## config.mk

```make
export PLATFORM = sky130hd
export DESIGN_NAME = two_phase_clock_gen
export DESIGN_NICKNAME = d
export VERILOG_FILES = /design/src/logic/clock_gen_pkg.sv /design/src/logic/two_phase_clock_gen.sv
export SDC_FILE = /design/constraint.sdc
export NUM_CORES = 1
export LEC_CHECK = 0
export ABC_CLOCK_PERIOD_IN_PS = 3000
export BUFFER_PORTS_ARGS = -buffer_cell sky130_fd_sc_hd__buf_2
export CORE_ASPECT_RATIO = 0.5
export CORE_MARGIN = 8
export CORE_UTILIZATION = 35
export CTS_CLUSTER_DIAMETER = 100
export DETAILED_ROUTE_END_ITERATION = 8
export SYNTH_ARGS = -nofsm -noshare
export SYNTH_HDL_FRONTEND = slang
export SYNTH_SLANG_ARGS = --single-unit
```

## constraint.sdc

```tcl
create_clock -name clk -period 3 [get_ports clk]
set_input_delay 0.6 -clock clk [delete_from_list [all_inputs] [get_ports clk]]
set_output_delay 0.6 -clock clk [all_outputs]
set_load 0.01 [all_outputs]
```

## src/logic/clock_gen_pkg.sv

```systemverilog
// constants and types shared by the two-phase clock generator
package clock_gen_pkg;
   localparam int unsigned CNT_W         = 16;
   localparam logic [1:0]  EXTRA_TICKS   = 2'h3;   // multiplier adds three ticks per input period
   localparam int unsigned QUARTER_SHIFT = 2;      // input period divided by four
   localparam logic [15:0] CNT_ONE       = 16'h0001;
   localparam logic [15:0] CNT_MAX       = 16'hFFFF;
   localparam logic [1:0]  TICKS_PER_STATE = 2'h2; // one state time is two divider-input periods
   localparam real         CLK_PERIOD_NS = 25.0;
   localparam real         STATE_AT_20MHZ_NS = 100.0;
   localparam real         DIV_IN_20MHZ_NS = 50.0;

   typedef enum logic [2:0] {
      ST_RESET,
      ST_ONE,
      ST_GAP_TO_TWO,
      ST_TWO,
      ST_GAP_TO_ONE
   } phase_state_e;

   function automatic logic [CNT_W-1:0] quarter_of(input logic [CNT_W-1:0] period);
      quarter_of = period >> QUARTER_SHIFT;
   endfunction : quarter_of
endpackage : clock_gen_pkg

```

## src/logic/two_phase_clock_gen.sv

```systemverilog
// two-phase clock generator with bypassable times-four multiplier
`timescale 1ns/1ps
module two_phase_clock_gen
   import clock_gen_pkg::*;
(
   // clock and reset
   input  wire logic clk,
   input  wire logic rst,
   // pins
   input  wire logic oscillator_input,
   input  wire logic clock_multiplier_select,
   // power management from same-clock logic
   input  wire logic cpu_clock_stop,
   input  wire logic periph_clock_stop,
   // phase, clock and multiplier status outputs
   output logic      phase_one_clock,
   output logic      phase_two_clock,
   output logic      system_clock_out,
   output logic      system_clock_pin,
   output logic      cpu_phase_one,
   output logic      cpu_phase_two,
   output logic      periph_phase_one,
   output logic      periph_phase_two,
   output logic      multiplier_active
);

   ////////////////////////////////////////////////////////////////////////////////
   // pin synchronisers and strap capture
   logic [2:0] osc_sync_reg, osc_sync_next;
   logic [2:0] sel_sync_reg, sel_sync_next;
   logic       osc_level_reg, osc_level_next;
   logic       strap_taken_reg, strap_taken_next;
   logic       mult_reg, mult_next;
   logic [2:0] fill_reg, fill_next;
   logic       osc_valid_reg, osc_valid_next;
   logic       osc_rise;

   always_comb begin
      osc_sync_next    = {osc_sync_reg[1:0], oscillator_input};
      sel_sync_next    = {sel_sync_reg[1:0], clock_multiplier_select};
      osc_level_next   = osc_level_reg;
      strap_taken_next = strap_taken_reg;
      mult_next        = mult_reg;
      fill_next        = {fill_reg[1:0], 1'b1};
      osc_valid_next   = osc_valid_reg;
      // the cleared chain agrees on zero at once, so wait until it holds real pin samples
      // a change counts only once stages two and three agree
      if (fill_reg[2] && osc_sync_reg[1] == osc_sync_reg[2]) begin
         osc_level_next = osc_sync_reg[2];
         osc_valid_next = 1'b1;
      end
      // strap is caught once after reset; later wiggles are ignored
      if (fill_reg[2] && !strap_taken_reg && sel_sync_reg[1] == sel_sync_reg[2]) begin
         strap_taken_next = 1'b1;
         mult_next        = sel_sync_reg[2];
      end
   end

   // the first valid level only loads; a pin already high at reset is no rise
   assign osc_rise = osc_valid_reg && osc_level_next && !osc_level_reg;

   always_ff @(posedge clk) begin
      if (rst) begin
         osc_sync_reg    <= 3'h0;
         sel_sync_reg    <= 3'h0;
         osc_level_reg   <= 1'b0;
         strap_taken_reg <= 1'b0;
         mult_reg        <= 1'b0;
         fill_reg        <= 3'h0;
         osc_valid_reg   <= 1'b0;
      end else begin
         fill_reg        <= fill_next;
         osc_valid_reg   <= osc_valid_next;
         osc_sync_reg    <= osc_sync_next;
         sel_sync_reg    <= sel_sync_next;
         osc_level_reg   <= osc_level_next;
         strap_taken_reg <= strap_taken_next;
         mult_reg        <= mult_next;
      end
   end

   ////////////////////////////////////////////////////////////////////////////////
   // divider-input tick: one per input rise, or four evenly spaced in multiply mode
   // limitation: the input must stay below clk/8; reset to first rise is no period, so the
   // multiplier adds its ticks only from the second rise on
   logic             rise_seen_reg, rise_seen_next;
   logic [CNT_W-1:0] period_cnt_reg, period_cnt_next;
   logic [CNT_W-1:0] period_reg, period_next;
   logic [CNT_W-1:0] sub_cnt_reg, sub_cnt_next;
   logic [1:0]       extra_reg, extra_next;
   logic             f_tick;

   always_comb begin
      period_cnt_next = (period_cnt_reg == CNT_MAX) ? CNT_MAX : period_cnt_reg + CNT_ONE;
      period_next     = period_reg;
      sub_cnt_next    = sub_cnt_reg + CNT_ONE;
      extra_next      = extra_reg;
      rise_seen_next  = rise_seen_reg;
      f_tick          = 1'b0;
      if (osc_rise) begin
         f_tick          = strap_taken_reg;
         rise_seen_next  = 1'b1;
         period_next     = rise_seen_reg ? period_cnt_next : '0;
         period_cnt_next = '0;
         sub_cnt_next    = CNT_ONE;
         extra_next      = (mult_reg && rise_seen_reg) ? EXTRA_TICKS : 2'h0;
      end else if (extra_reg != 2'h0 && sub_cnt_reg >= quarter_of(period_reg)) begin
         f_tick       = 1'b1;
         sub_cnt_next = CNT_ONE;
         extra_next   = extra_reg - 2'h1;
      end
   end

   always_ff @(posedge clk) begin
      if (rst) begin
         period_cnt_reg <= '0;
         period_reg     <= '0;
         sub_cnt_reg    <= '0;
         extra_reg      <= 2'h0;
         rise_seen_reg  <= 1'b0;
      end else begin
         rise_seen_reg  <= rise_seen_next;
         period_cnt_reg <= period_cnt_next;
         period_reg     <= period_next;
         sub_cnt_reg    <= sub_cnt_next;
         extra_reg      <= extra_next;
      end
   end

   ////////////////////////////////////////////////////////////////////////////////
   // halving phase generator; a one-cycle gap keeps the phases apart
   phase_state_e state_reg, state_next;
   logic ph1_next, ph2_next, clk_out_next;
   logic cpu1_next, cpu2_next, per1_next, per2_next;

   always_comb begin
      state_next = state_reg;
      case (state_reg)
         ST_RESET:      if (f_tick) state_next = ST_GAP_TO_ONE;
         ST_ONE:        if (f_tick) state_next = ST_GAP_TO_TWO;
         ST_GAP_TO_TWO: state_next = ST_TWO;
         ST_TWO:        if (f_tick) state_next = ST_GAP_TO_ONE;
         ST_GAP_TO_ONE: state_next = ST_ONE;
         default:       state_next = ST_RESET;
      endcase
      ph1_next     = (state_next == ST_ONE);
      ph2_next     = (state_next == ST_TWO);
      clk_out_next = system_clock_out;
      if (ph1_next && !phase_one_clock) begin
         clk_out_next = 1'b1;
      end else if (ph2_next && !phase_two_clock) begin
         clk_out_next = 1'b0;
      end
      cpu1_next = ph1_next && !cpu_clock_stop;
      cpu2_next = ph2_next && !cpu_clock_stop;
      per1_next = ph1_next && !periph_clock_stop;
      per2_next = ph2_next && !periph_clock_stop;
   end

   always_ff @(posedge clk) begin
      if (rst) begin
         state_reg         <= ST_RESET;
         phase_one_clock   <= 1'b0;
         phase_two_clock   <= 1'b0;
         system_clock_out  <= 1'b0;
         system_clock_pin  <= 1'b0;
         cpu_phase_one     <= 1'b0;
         cpu_phase_two     <= 1'b0;
         periph_phase_one  <= 1'b0;
         periph_phase_two  <= 1'b0;
         multiplier_active <= 1'b0;
      end else begin
         state_reg         <= state_next;
         phase_one_clock   <= ph1_next;
         phase_two_clock   <= ph2_next;
         system_clock_out  <= clk_out_next;
         system_clock_pin  <= system_clock_out;
         cpu_phase_one     <= cpu1_next;
         cpu_phase_two     <= cpu2_next;
         periph_phase_one  <= per1_next;
         periph_phase_two  <= per2_next;
         multiplier_active <= mult_reg;
      end
   end

   ////////////////////////////////////////////////////////////////////////////////
   // assertions and their helper logic
   logic [1:0] ticks_since_one_reg;
   logic       seen_one_reg;

   always_ff @(posedge clk) begin
      if (rst) begin
         ticks_since_one_reg <= 2'h0;
         seen_one_reg        <= 1'b0;
      end else if (ph1_next && !phase_one_clock) begin
         ticks_since_one_reg <= 2'h0;
         seen_one_reg        <= 1'b1;
      end else if (f_tick && ticks_since_one_reg != 2'h3) begin
         ticks_since_one_reg <= ticks_since_one_reg + 2'h1;
      end
   end
endmodule : two_phase_clock_gen

```

* Word-level counts from Yosys, hierarchy flattened
Cells that the tools add are included.
** Cells by class
- Add/subtract/negate cells :: 3
- Magnitude comparators :: 1
- Eq/ne operators :: 9
- Muxes and demuxes :: 16
- Reductions and logical operators :: 26
** Operators with widths (number)
- $add 16x1->16 const B :: 2
- $mux 16 :: 2
- $eq 16x16->1 const B :: 1
- $ge 16x14->1 :: 1
- $logic_and 1x1->1 :: 13
- $pmux 3 s4 :: 1
- $eq 3x2->1 const B :: 3
- $mux 1 :: 8
- $eq 3x1->1 const B :: 2
- $logic_not 1->1 :: 6
- $mux 2 :: 3
- $mux 3 :: 2
- $reduce_bool 2->1 :: 3
- $reduce_or 2->1 :: 2
- $eq 3x3->1 const B :: 1
- $logic_not 3->1 :: 1
- $reduce_or 3->1 :: 1
- $eq 1x1->1 :: 2
- $sub 2x1->2 const B :: 1
** Storage, ports and cells
- Register bits :: 76
- Logic and storage cells :: 79

* Longest topological paths before layout
Gate-level depths: netlist of the first run.
- Word-level depth :: 12
- Mapped depth :: 8
- Gate-level depth less buffers :: 8

* Least setup slack after synthesis of the first run
Ideal clock, no wire load.
- Path type :: flip-flop to flip-flop
- Start point :: reg sub_cnt_reg[0]
- End point :: reg system_clock_out
- Arrival time :: 2.003 ns
- Required time :: 2.870 ns
- Path slack :: 0.867 ns
- Stages on the path, launching flop included :: 9
- Buffers on the path :: 0
- Path through :: dfxtp_1 > inv_1 > ha_1 > nand2b_4 > a2111o_1 > a32oi_2 > a311oi_2 > nor4b_2 > o32ai_1
** Between the ends
- Word-level cells in the longest chain between the ends :: 9
- Elaborated cells between the ends (all ways) :: 13
- Those cells by class :: order compare (1); eq/ne (2); mux (6); reduce/logical (4)
** Ends and longest elaborated chain
- start, declared :: RTL line two_phase_clock_gen.sv:89 : logic [CNT_W-1:0] sub_cnt_reg, sub_cnt_next;
- start signal, assigned :: RTL line two_phase_clock_gen.sv:125 : sub_cnt_reg <= sub_cnt_next;
- $ge 16x14->1 * :: RTL line two_phase_clock_gen.sv:107 : end else if (extra_reg != 2'h0 && sub_cnt_reg >= quarter_of(period_reg)) begin
- $logic_and 1x1->1 * :: RTL line two_phase_clock_gen.sv:107
- $mux 1 * :: RTL line two_phase_clock_gen.sv:107
- $mux 1 * :: RTL line two_phase_clock_gen.sv:100 : if (osc_rise) begin
- $mux 3, on equally long branches :: RTL line two_phase_clock_gen.sv:139, two_phase_clock_gen.sv:142, two_phase_clock_gen.sv:140
- $pmux 3 s4 * :: RTL line two_phase_clock_gen.sv:138 : case (state_reg)
- $eq 3x1->1 or $eq 3x2->1 (tied branches) :: RTL line two_phase_clock_gen.sv:146, two_phase_clock_gen.sv:147
- $logic_and 1x1->1, on equally long branches
- $mux 1 or $reduce_bool 2->1 (tied branches)
- end signal, assigned :: RTL line two_phase_clock_gen.sv:176 : system_clock_out <= clk_out_next;
- end, declared :: RTL line two_phase_clock_gen.sv:18 : output logic system_clock_out,
Every way passes the cells marked *; elsewhere a longest branch is shown, timed or not.
A chain may end at the register's enable or synchronous reset.

* Worst setup path after layout of the first run
Same ends and word-level chain as after synthesis.

==> results of run 1 <==
## cell families (layout without fill, tap and decap cells)
logic type	Yosys count	in the layout	synth area share [%]
AND/OR/NAND/NOR	136	136	22.6
flip-flops	74	74	46.1
AO/OA/AOI/OAI	62	62	12.0
buffers and inverters	38	59	4.60
XOR/XNOR	28	28	7.64
adder cells (fa/ha/maj)	17	17	6.62
multiplexers	1	1	0.312
## area by class of cell
class                   instances  area [um2]
clock buffers                  11         253
flip-flops and latches         74        1480
inverters                      27         101
clock inverters                 5        85.1
well taps                     117         146
repair buffers                 16        85.1
fillers                       853        5060
multi-input cells             244        1580
## Yosys cell counts (2+ instances only)
cell type   n  area, um2
nand3_1    20        100
a21oi_1    25        125
xor2_1     13        114
nand2b_1    2       12.5
nand4_1     7       43.8
nand3b_1    2       15.0
dfxtp_1    74       1480
nand3_2     2       20.0
nand2_1    24       90.1
inv_1      26       97.6
clkbuf_1    7       26.3
buf_2       4       20.0
xnor2_1    15        131
nor3_1      6       30.0
nor2b_1    11       68.8
nor2_1     41        154
and3_1      7       43.8
o21ai_0    16       80.1
and3_2      2       15.0
nor4_1      3       18.8
a21o_1      4       30.0
o22ai_1     5       31.3
o31ai_1     3       22.5
ha_1       17        213
## path summary, 6_finish.rpt
| check | from | endpoint | slack (ps) | depth (start not counted) |
|---|---|---|---|---|
| max | sub_cnt_reg[0]$_SDFF_PP0_ | system_clock_out$_SDFFE_PP0P_ | 650 | 8 |
| min | sel_sync_reg[0]$_SDFF_PP0_ | sel_sync_reg[1]$_SDFF_PP0_ | 430 | 1 |
| max reg2reg | sub_cnt_reg[0]$_SDFF_PP0_ | system_clock_out$_SDFFE_PP0P_ | 650 | 8 |
| min reg2reg | sel_sync_reg[0]$_SDFF_PP0_ | sel_sync_reg[1]$_SDFF_PP0_ | 430 | 1 |
## metrics by stage
step,setup slack [ps],power (mW),instances
floorplan,867,1.36,356
global placement,757,1.44,478
detailed placement,695,1.44,478
CTS,657,2.64,494
global route,466,2.73,494
finish,655,2.60,494
## report_power, final
group          internal, mW  leakage (nW)  switching, mW  total (mW)
clock network         0.777         0.162          0.415        1.19
logic                 0.146         0.733          0.165       0.311
registers              1.04         0.600         0.0550        1.10
total                  1.97          1.50          0.635        2.60
## routing by layer
layer / vias up / global-route usage, % / wire length, um
met5: - / 0 / 0
met4: 0 / 5.08 / 106
met3: 9 / 3.90 / 266
met2: 29 / 15.6 / 2480
met1: 1041 / 12.7 / 3100
li1: 1258 / - / -
## worst max-delay path: stages (launching register included)
cell      delay, ps
dfxtp_1         390
inv_1            60
ha_1            260
nand2b_4        130
a2111o_1        420
a32oi_2         400
a311oi_2        210
nor4b_2         250
o32ai_1         100
==> flow_summary.json, run 1 <==
{
  "synth_ff_type": "dfxtp_1",
  "slew_viol_final": 0,
  "crit_arrival_ps": 2560,
  "grt_pass1_wl_um": 10600,
  "clkTransAtPathRegs_ps": 60,
  "worstMarginPinSlew_ps": 844,
  "synth_edf_count": 0,
  "synthCells": 356,
  "areaGrowthSynthToFinish_pct": 16.3,
  "clockBufferDepth": 2,
  "hold_path_class": "flip-flop to flip-flop",
  "hold_buffers": 0,
  "dieArea_um2": 12700,
  "wl_per_cell_um": 12.1,
  "yosysWarningCount": 0,
  "place.gp.congestion": 0.806,
  "drc": 0,
  "firstDrtPassIters": 4,
  "tns_ps": 0,
  "finish.instance_area_um2": 3730,
  "syn_nets": 379,
  "powerDensity_nw_per_um2": 697,
  "cts-root-buf": "clkbuf_16",
  "fmax_mhz": 426,
  "fin_nets": 395,
  "relSlewSlack_pct": 43.6,
  "grt_max_degree": 28,
  "fin_hold_ws_ps": 433,
  "layout-drive-gt1-share_pct": 11.9,
  "coreArea_um2": 8800,
  "synth-seq-cells": 74,
  "worstPathMaxFanout": 6,
  "status": "finished clean",
  "drtAntennaViolNets": 0,
  "post_cts_resize_count": 0,
  "clock_latency_ps": 340,
  "cts_buffers": 9,
  "grt_overflow": 0,
  "tritoncts": "yes",
  "die_y_um": 83.7,
  "critPathCaptureType": "flip-flop",
  "final_cell_mix": "74 x dfxtp_1, 41 x nor2_1, 26 x inv_1, 25 x a21oi_1, 24 x nand2_1",
  "fp.dieW_um": 151,
  "grt_pass1_vias": 2350,
  "vdd_ir_drop_max_uv": 485,
  "rsz0062_at_grt": "no",
  "final_common_cell": "dfxtp_1",
  "initial_core_util_pct": 36.5,
  "dpl.hpwl_um": 4260,
  "grt.total_usage_pct": 10.4,
  "seq_area_frac_synth_pct": 46.1,
  "avgSynthCellArea_um2": 9.02,
  "min_period_ps": 2350,
  "drtIter0Drc": 96,
  "io_pins": 15,
  "post_drt_via_cell_ratio": 4.73,
  "setup_viol_count_final": 0,
  "required_ps": 3220,
  "htree_levels": 3,
  "yosysUniqueCellTypes": 44,
  "dr_total_vias": 2337,
  "syn_area_um2": 3210,
  "async_flop_share_pct": 0,
  "min_period_over_period_pct": 78.2,
  "drv_cap": 0,
  "cts_setup_buffers": 0,
  "final.setup_skew_ps": 7.91,
  "finalHoldViolCount": 0,
  "placed_cell_area_um2": 3400,
  "num_rows": 24,
  "startpoint_type": "flip-flop",
  "criticalPathCategory": "flip-flop to flip-flop",
  "leakage_nw": 1.50,
  "antenna_found_initial": 0,
  "routed_wl_um": 5960,
  "final_core_util_pct": 42.4,
  "portBuffers": 14,
  "clock_sinks": 74,
  "n_antenna_cell": 0
}
Power figures use the tool's default switching activity.
==> run 2, diff against run 1 <==
Settings changed: ABC_AREA set to 1, ABC_CLOCK_PERIOD_IN_PS 3000 to 2210.
Clock period 3 ns to 2.21 ns, I/O delays scaled along.
==> run 2 against run 1 <==
Net effect: final cell count grew 16%; flip-flop and latch count did not move; synthesized cell count is 19% higher; highest routed layer unchanged; core utilization fell by 1.4 points; critical endpoint unchanged; via count up 6.0%; first-iteration DRC count grew 9.4%.
==> flow_summary.json, run 2 <==
{
  "status": "finished clean",
  "setup_viol_count_final": 0,
  "crit_arrival_ps": 2170,
  "min_period_ps": 1950,
  "sw_frac_of_total_pct": 25.8,
  "fillers": 978,
  "relSlewSlack_pct": 75.9,
  "netlist.area_leader.share_pct": 44.8,
  "min_period_over_period_pct": 88.2,
  "clkTransAtPathRegs_ps": 60,
  "avgSynthCellArea_um2": 7.81,
  "critPathCaptureType": "flip-flop",
  "cts_setup_buffers": 0,
  "routed_wl_um": 5860,
  "post_cts_resize_count": 0,
  "final_common_cell": "inv_1",
  "yosysTopAreaCell": "dfxtp_1",
  "cts_buffers": 9,
  "wl_met1_um": 2980,
  "vdd_ir_drop_max_uv": 400,
  "antenna_found_initial": 0,
  "slew_viol_final": 0,
  "final_cell_mix": "76 x inv_1, 74 x dfxtp_1, 65 x nand2_1, 51 x nor2_1, 18 x a21oi_1",
  "pwr-share-comb_pct": 14.2,
  "grt_pass1_vias": 2380,
  "met2_length_um": 2660,
  "clockBufferDepth": 2,
  "rsz0062_at_grt": "no",
  "n_antenna_cell": 0,
  "synthCells": 423,
  "grt.total_usage_pct": 9.77,
  "finalHoldViolCount": 0,
  "final.setup_skew_ps": 7.57,
  "io_pins": 15,
  "netlist_top_cells_count": "76 x inv_1, 74 x dfxtp_1, 65 x nand2_1",
  "place_inst": 557,
  "tritoncts": "yes",
  "fin_nets": 470,
  "min-delay-start": "periph_clock_stop",
  "cts-root-buf": "clkbuf_16",
  "grt_max_degree": 24,
  "seq_area_frac_synth_pct": 44.8,
  "portBuffers": 14,
  "layout-drive-gt1-share_pct": 17.1,
  "die_y_um": 84.7,
  "synth_top_family_by_area": "simple AND/OR/NAND/NOR gates",
  "syn_area_um2": 3300,
  "fin_hold_ws_ps": 288,
  "rr_endpoint": "system_clock_out$_SDFFE_PP0P_",
  "r2r-start": "period_reg[13]$_SDFFE_PP0P_",
  "dr_total_vias": 2477,
  "p_int_mw": 2.51,
  "synth-seq-cells": 74,
  "yosys.area_share.simple_pct": 25.8,
  "drtIter0Drc": 105,
  "hold_buffers": 0,
  "drv_cap": 0,
  "highest_layer": "met4",
  "post_drt_via_cell_ratio": 4.33,
  "p_clk_share_pct": 41.8,
  "grt_overflow": 0,
  "powerDensity_nw_per_um2": 884,
  "instances_no_fill": 572,
  "areaGrowthSynthToFinish_pct": 15.9,
  "async_flop_share_pct": 0,
  "synth_compound_area_share_pct": 9.85,
  "synth_ff_type": "dfxtp_1",
  "required_ps": 2430,
  "place.gp.congestion": 0.743,
  "fmax_mhz": 513,
  "synth_edf_count": 0,
  "num_rows": 25,
  "startpoint_type": "flip-flop",
  "tns_ps": 0,
  "clock_latency_ps": 330,
  "whs_path_depth": 2,
  "clock_sinks": 74,
  "fp.dieW_um": 153,
  "synthMuxAreaShare_pct": 0,
  "power.share.sequential_pct": 44.0,
  "reg2reg_slack_ps": 260,
  "drc": 0,
  "firstDrtPassIters": 4,
  "yosysWarningCount": 0,
  "hold_path_class": "primary input to flip-flop",
  "wl_met3_um": 147,
  "dieArea_um2": 13000,
  "wl_per_cell_um": 10.2,
  "dpl.hpwl_um": 4450,
  "power_mw": 3.38,
  "hold_end": "periph_phase_one$_SDFF_PP0_",
  "criticalPathCategory": "flip-flop to flip-flop",
  "syn_nets": 446,
  "p_sw_uw": 874,
  "coreArea_um2": 9320,
  "synth_xor_xnor_area_share_pct": 2.65,
  "yosys-top-cells-area": "dfxtp_1 45%, inv_1 8.6%, nand2_1 7.4%",
  "grt_pass1_wl_um": 10400,
  "leakage_nw": 1.65,
  "yosysUniqueCellTypes": 33,
  "worstMarginPinSlew_ps": 358,
  "synth_fa_ha_area_share_pct": 6.44,
  "worstPathMaxFanout": 4,
  "drtAntennaViolNets": 0,
  "htree_levels": 3,
  "synthMostInstantiatedCell": "inv_1",
  "initial_core_util_pct": 35.4,
  "reg2reg_depth": 12
}
## run 2: critical path: stages (launching register included)
cell and delay [ps]:
dfxtp_1 300, inv_1 60, ha_1 310, a21oi_1 140
o21ai_0 90, a21oi_1 170, nand2_1 120, nand3_1 100
nand2_2 80, nand2_2 70, nand4_1 150, o21ai_0 190
nand2_1 70
## run 2: cell type report
| class | instances | area [um2] | share of cell area (%) |
|---|---|---|---|
| clock buffer | 10 | 239 | 6.24 |
| multi-input combinational | 258 | 1480 | 38.6 |
| inverter | 86 | 323 | 8.43 |
| clock inverter | 5 | 55.1 | 1.44 |
| sequential | 74 | 1480 | 38.7 |
| tap | 121 | 151 | 3.96 |
| timing repair buffer | 18 | 100 | 2.62 |
## run 2: stage by stage
step           cell area, um2  worst slack [ps]  util, %
2_1_floorplan            3300               490        -
3_3_place_gp             3530               275     37.9
3_5_place_dp             3530               254     37.9
4_1_cts                  3830               243     41.1
5_1_grt                  3830              55.3     41.1
6_report                 3830               261     41.1
## run 2: per-layer routing
layer  track usage (%)  vias to the layer above
met3              2.41                        4
met5                 0                        -
li1                  -                     1380
met2              16.2                       17
met1              11.6                     1076
met4              5.30                        0
## run 2: power by group through the flow
stage / clock network [mW] / logic [mW] / registers [mW]
global route: 1.51 / 0.561 / 1.50
global placement: 0 / 0.482 / 1.51
CTS: 1.46 / 0.490 / 1.49
finish: 1.42 / 0.480 / 1.49
detailed placement: 0 / 0.487 / 1.52
floorplan: 0 / 0.342 / 1.52
## run 2: logic make-up after synthesis
group,Yosys count
AND/OR/NAND/NOR,175
buffers and inverters,91
XOR/XNOR,10
adder cells (fa/ha/maj),17
AO/OA/AOI/OAI,56
flip-flops,74
## run 2: worst max-delay path by stage
stage,start,endpoint,slack [ps],cells after the start
after floorplan,sub_cnt_reg[7]$_SDFF_PP0_,system_clock_out$_SDFFE_PP0P_,490,15
after global placement,sub_cnt_reg[3]$_SDFF_PP0_,system_clock_out$_SDFFE_PP0P_,280,13
after detailed placement,period_reg[13]$_SDFFE_PP0P_,system_clock_out$_SDFFE_PP0P_,250,12
after CTS,period_reg[13]$_SDFFE_PP0P_,system_clock_out$_SDFFE_PP0P_,240,12
after global routing,sub_cnt_reg[3]$_SDFF_PP0_,system_clock_out$_SDFFE_PP0P_,60,13
final,period_reg[13]$_SDFFE_PP0P_,system_clock_out$_SDFFE_PP0P_,260,12
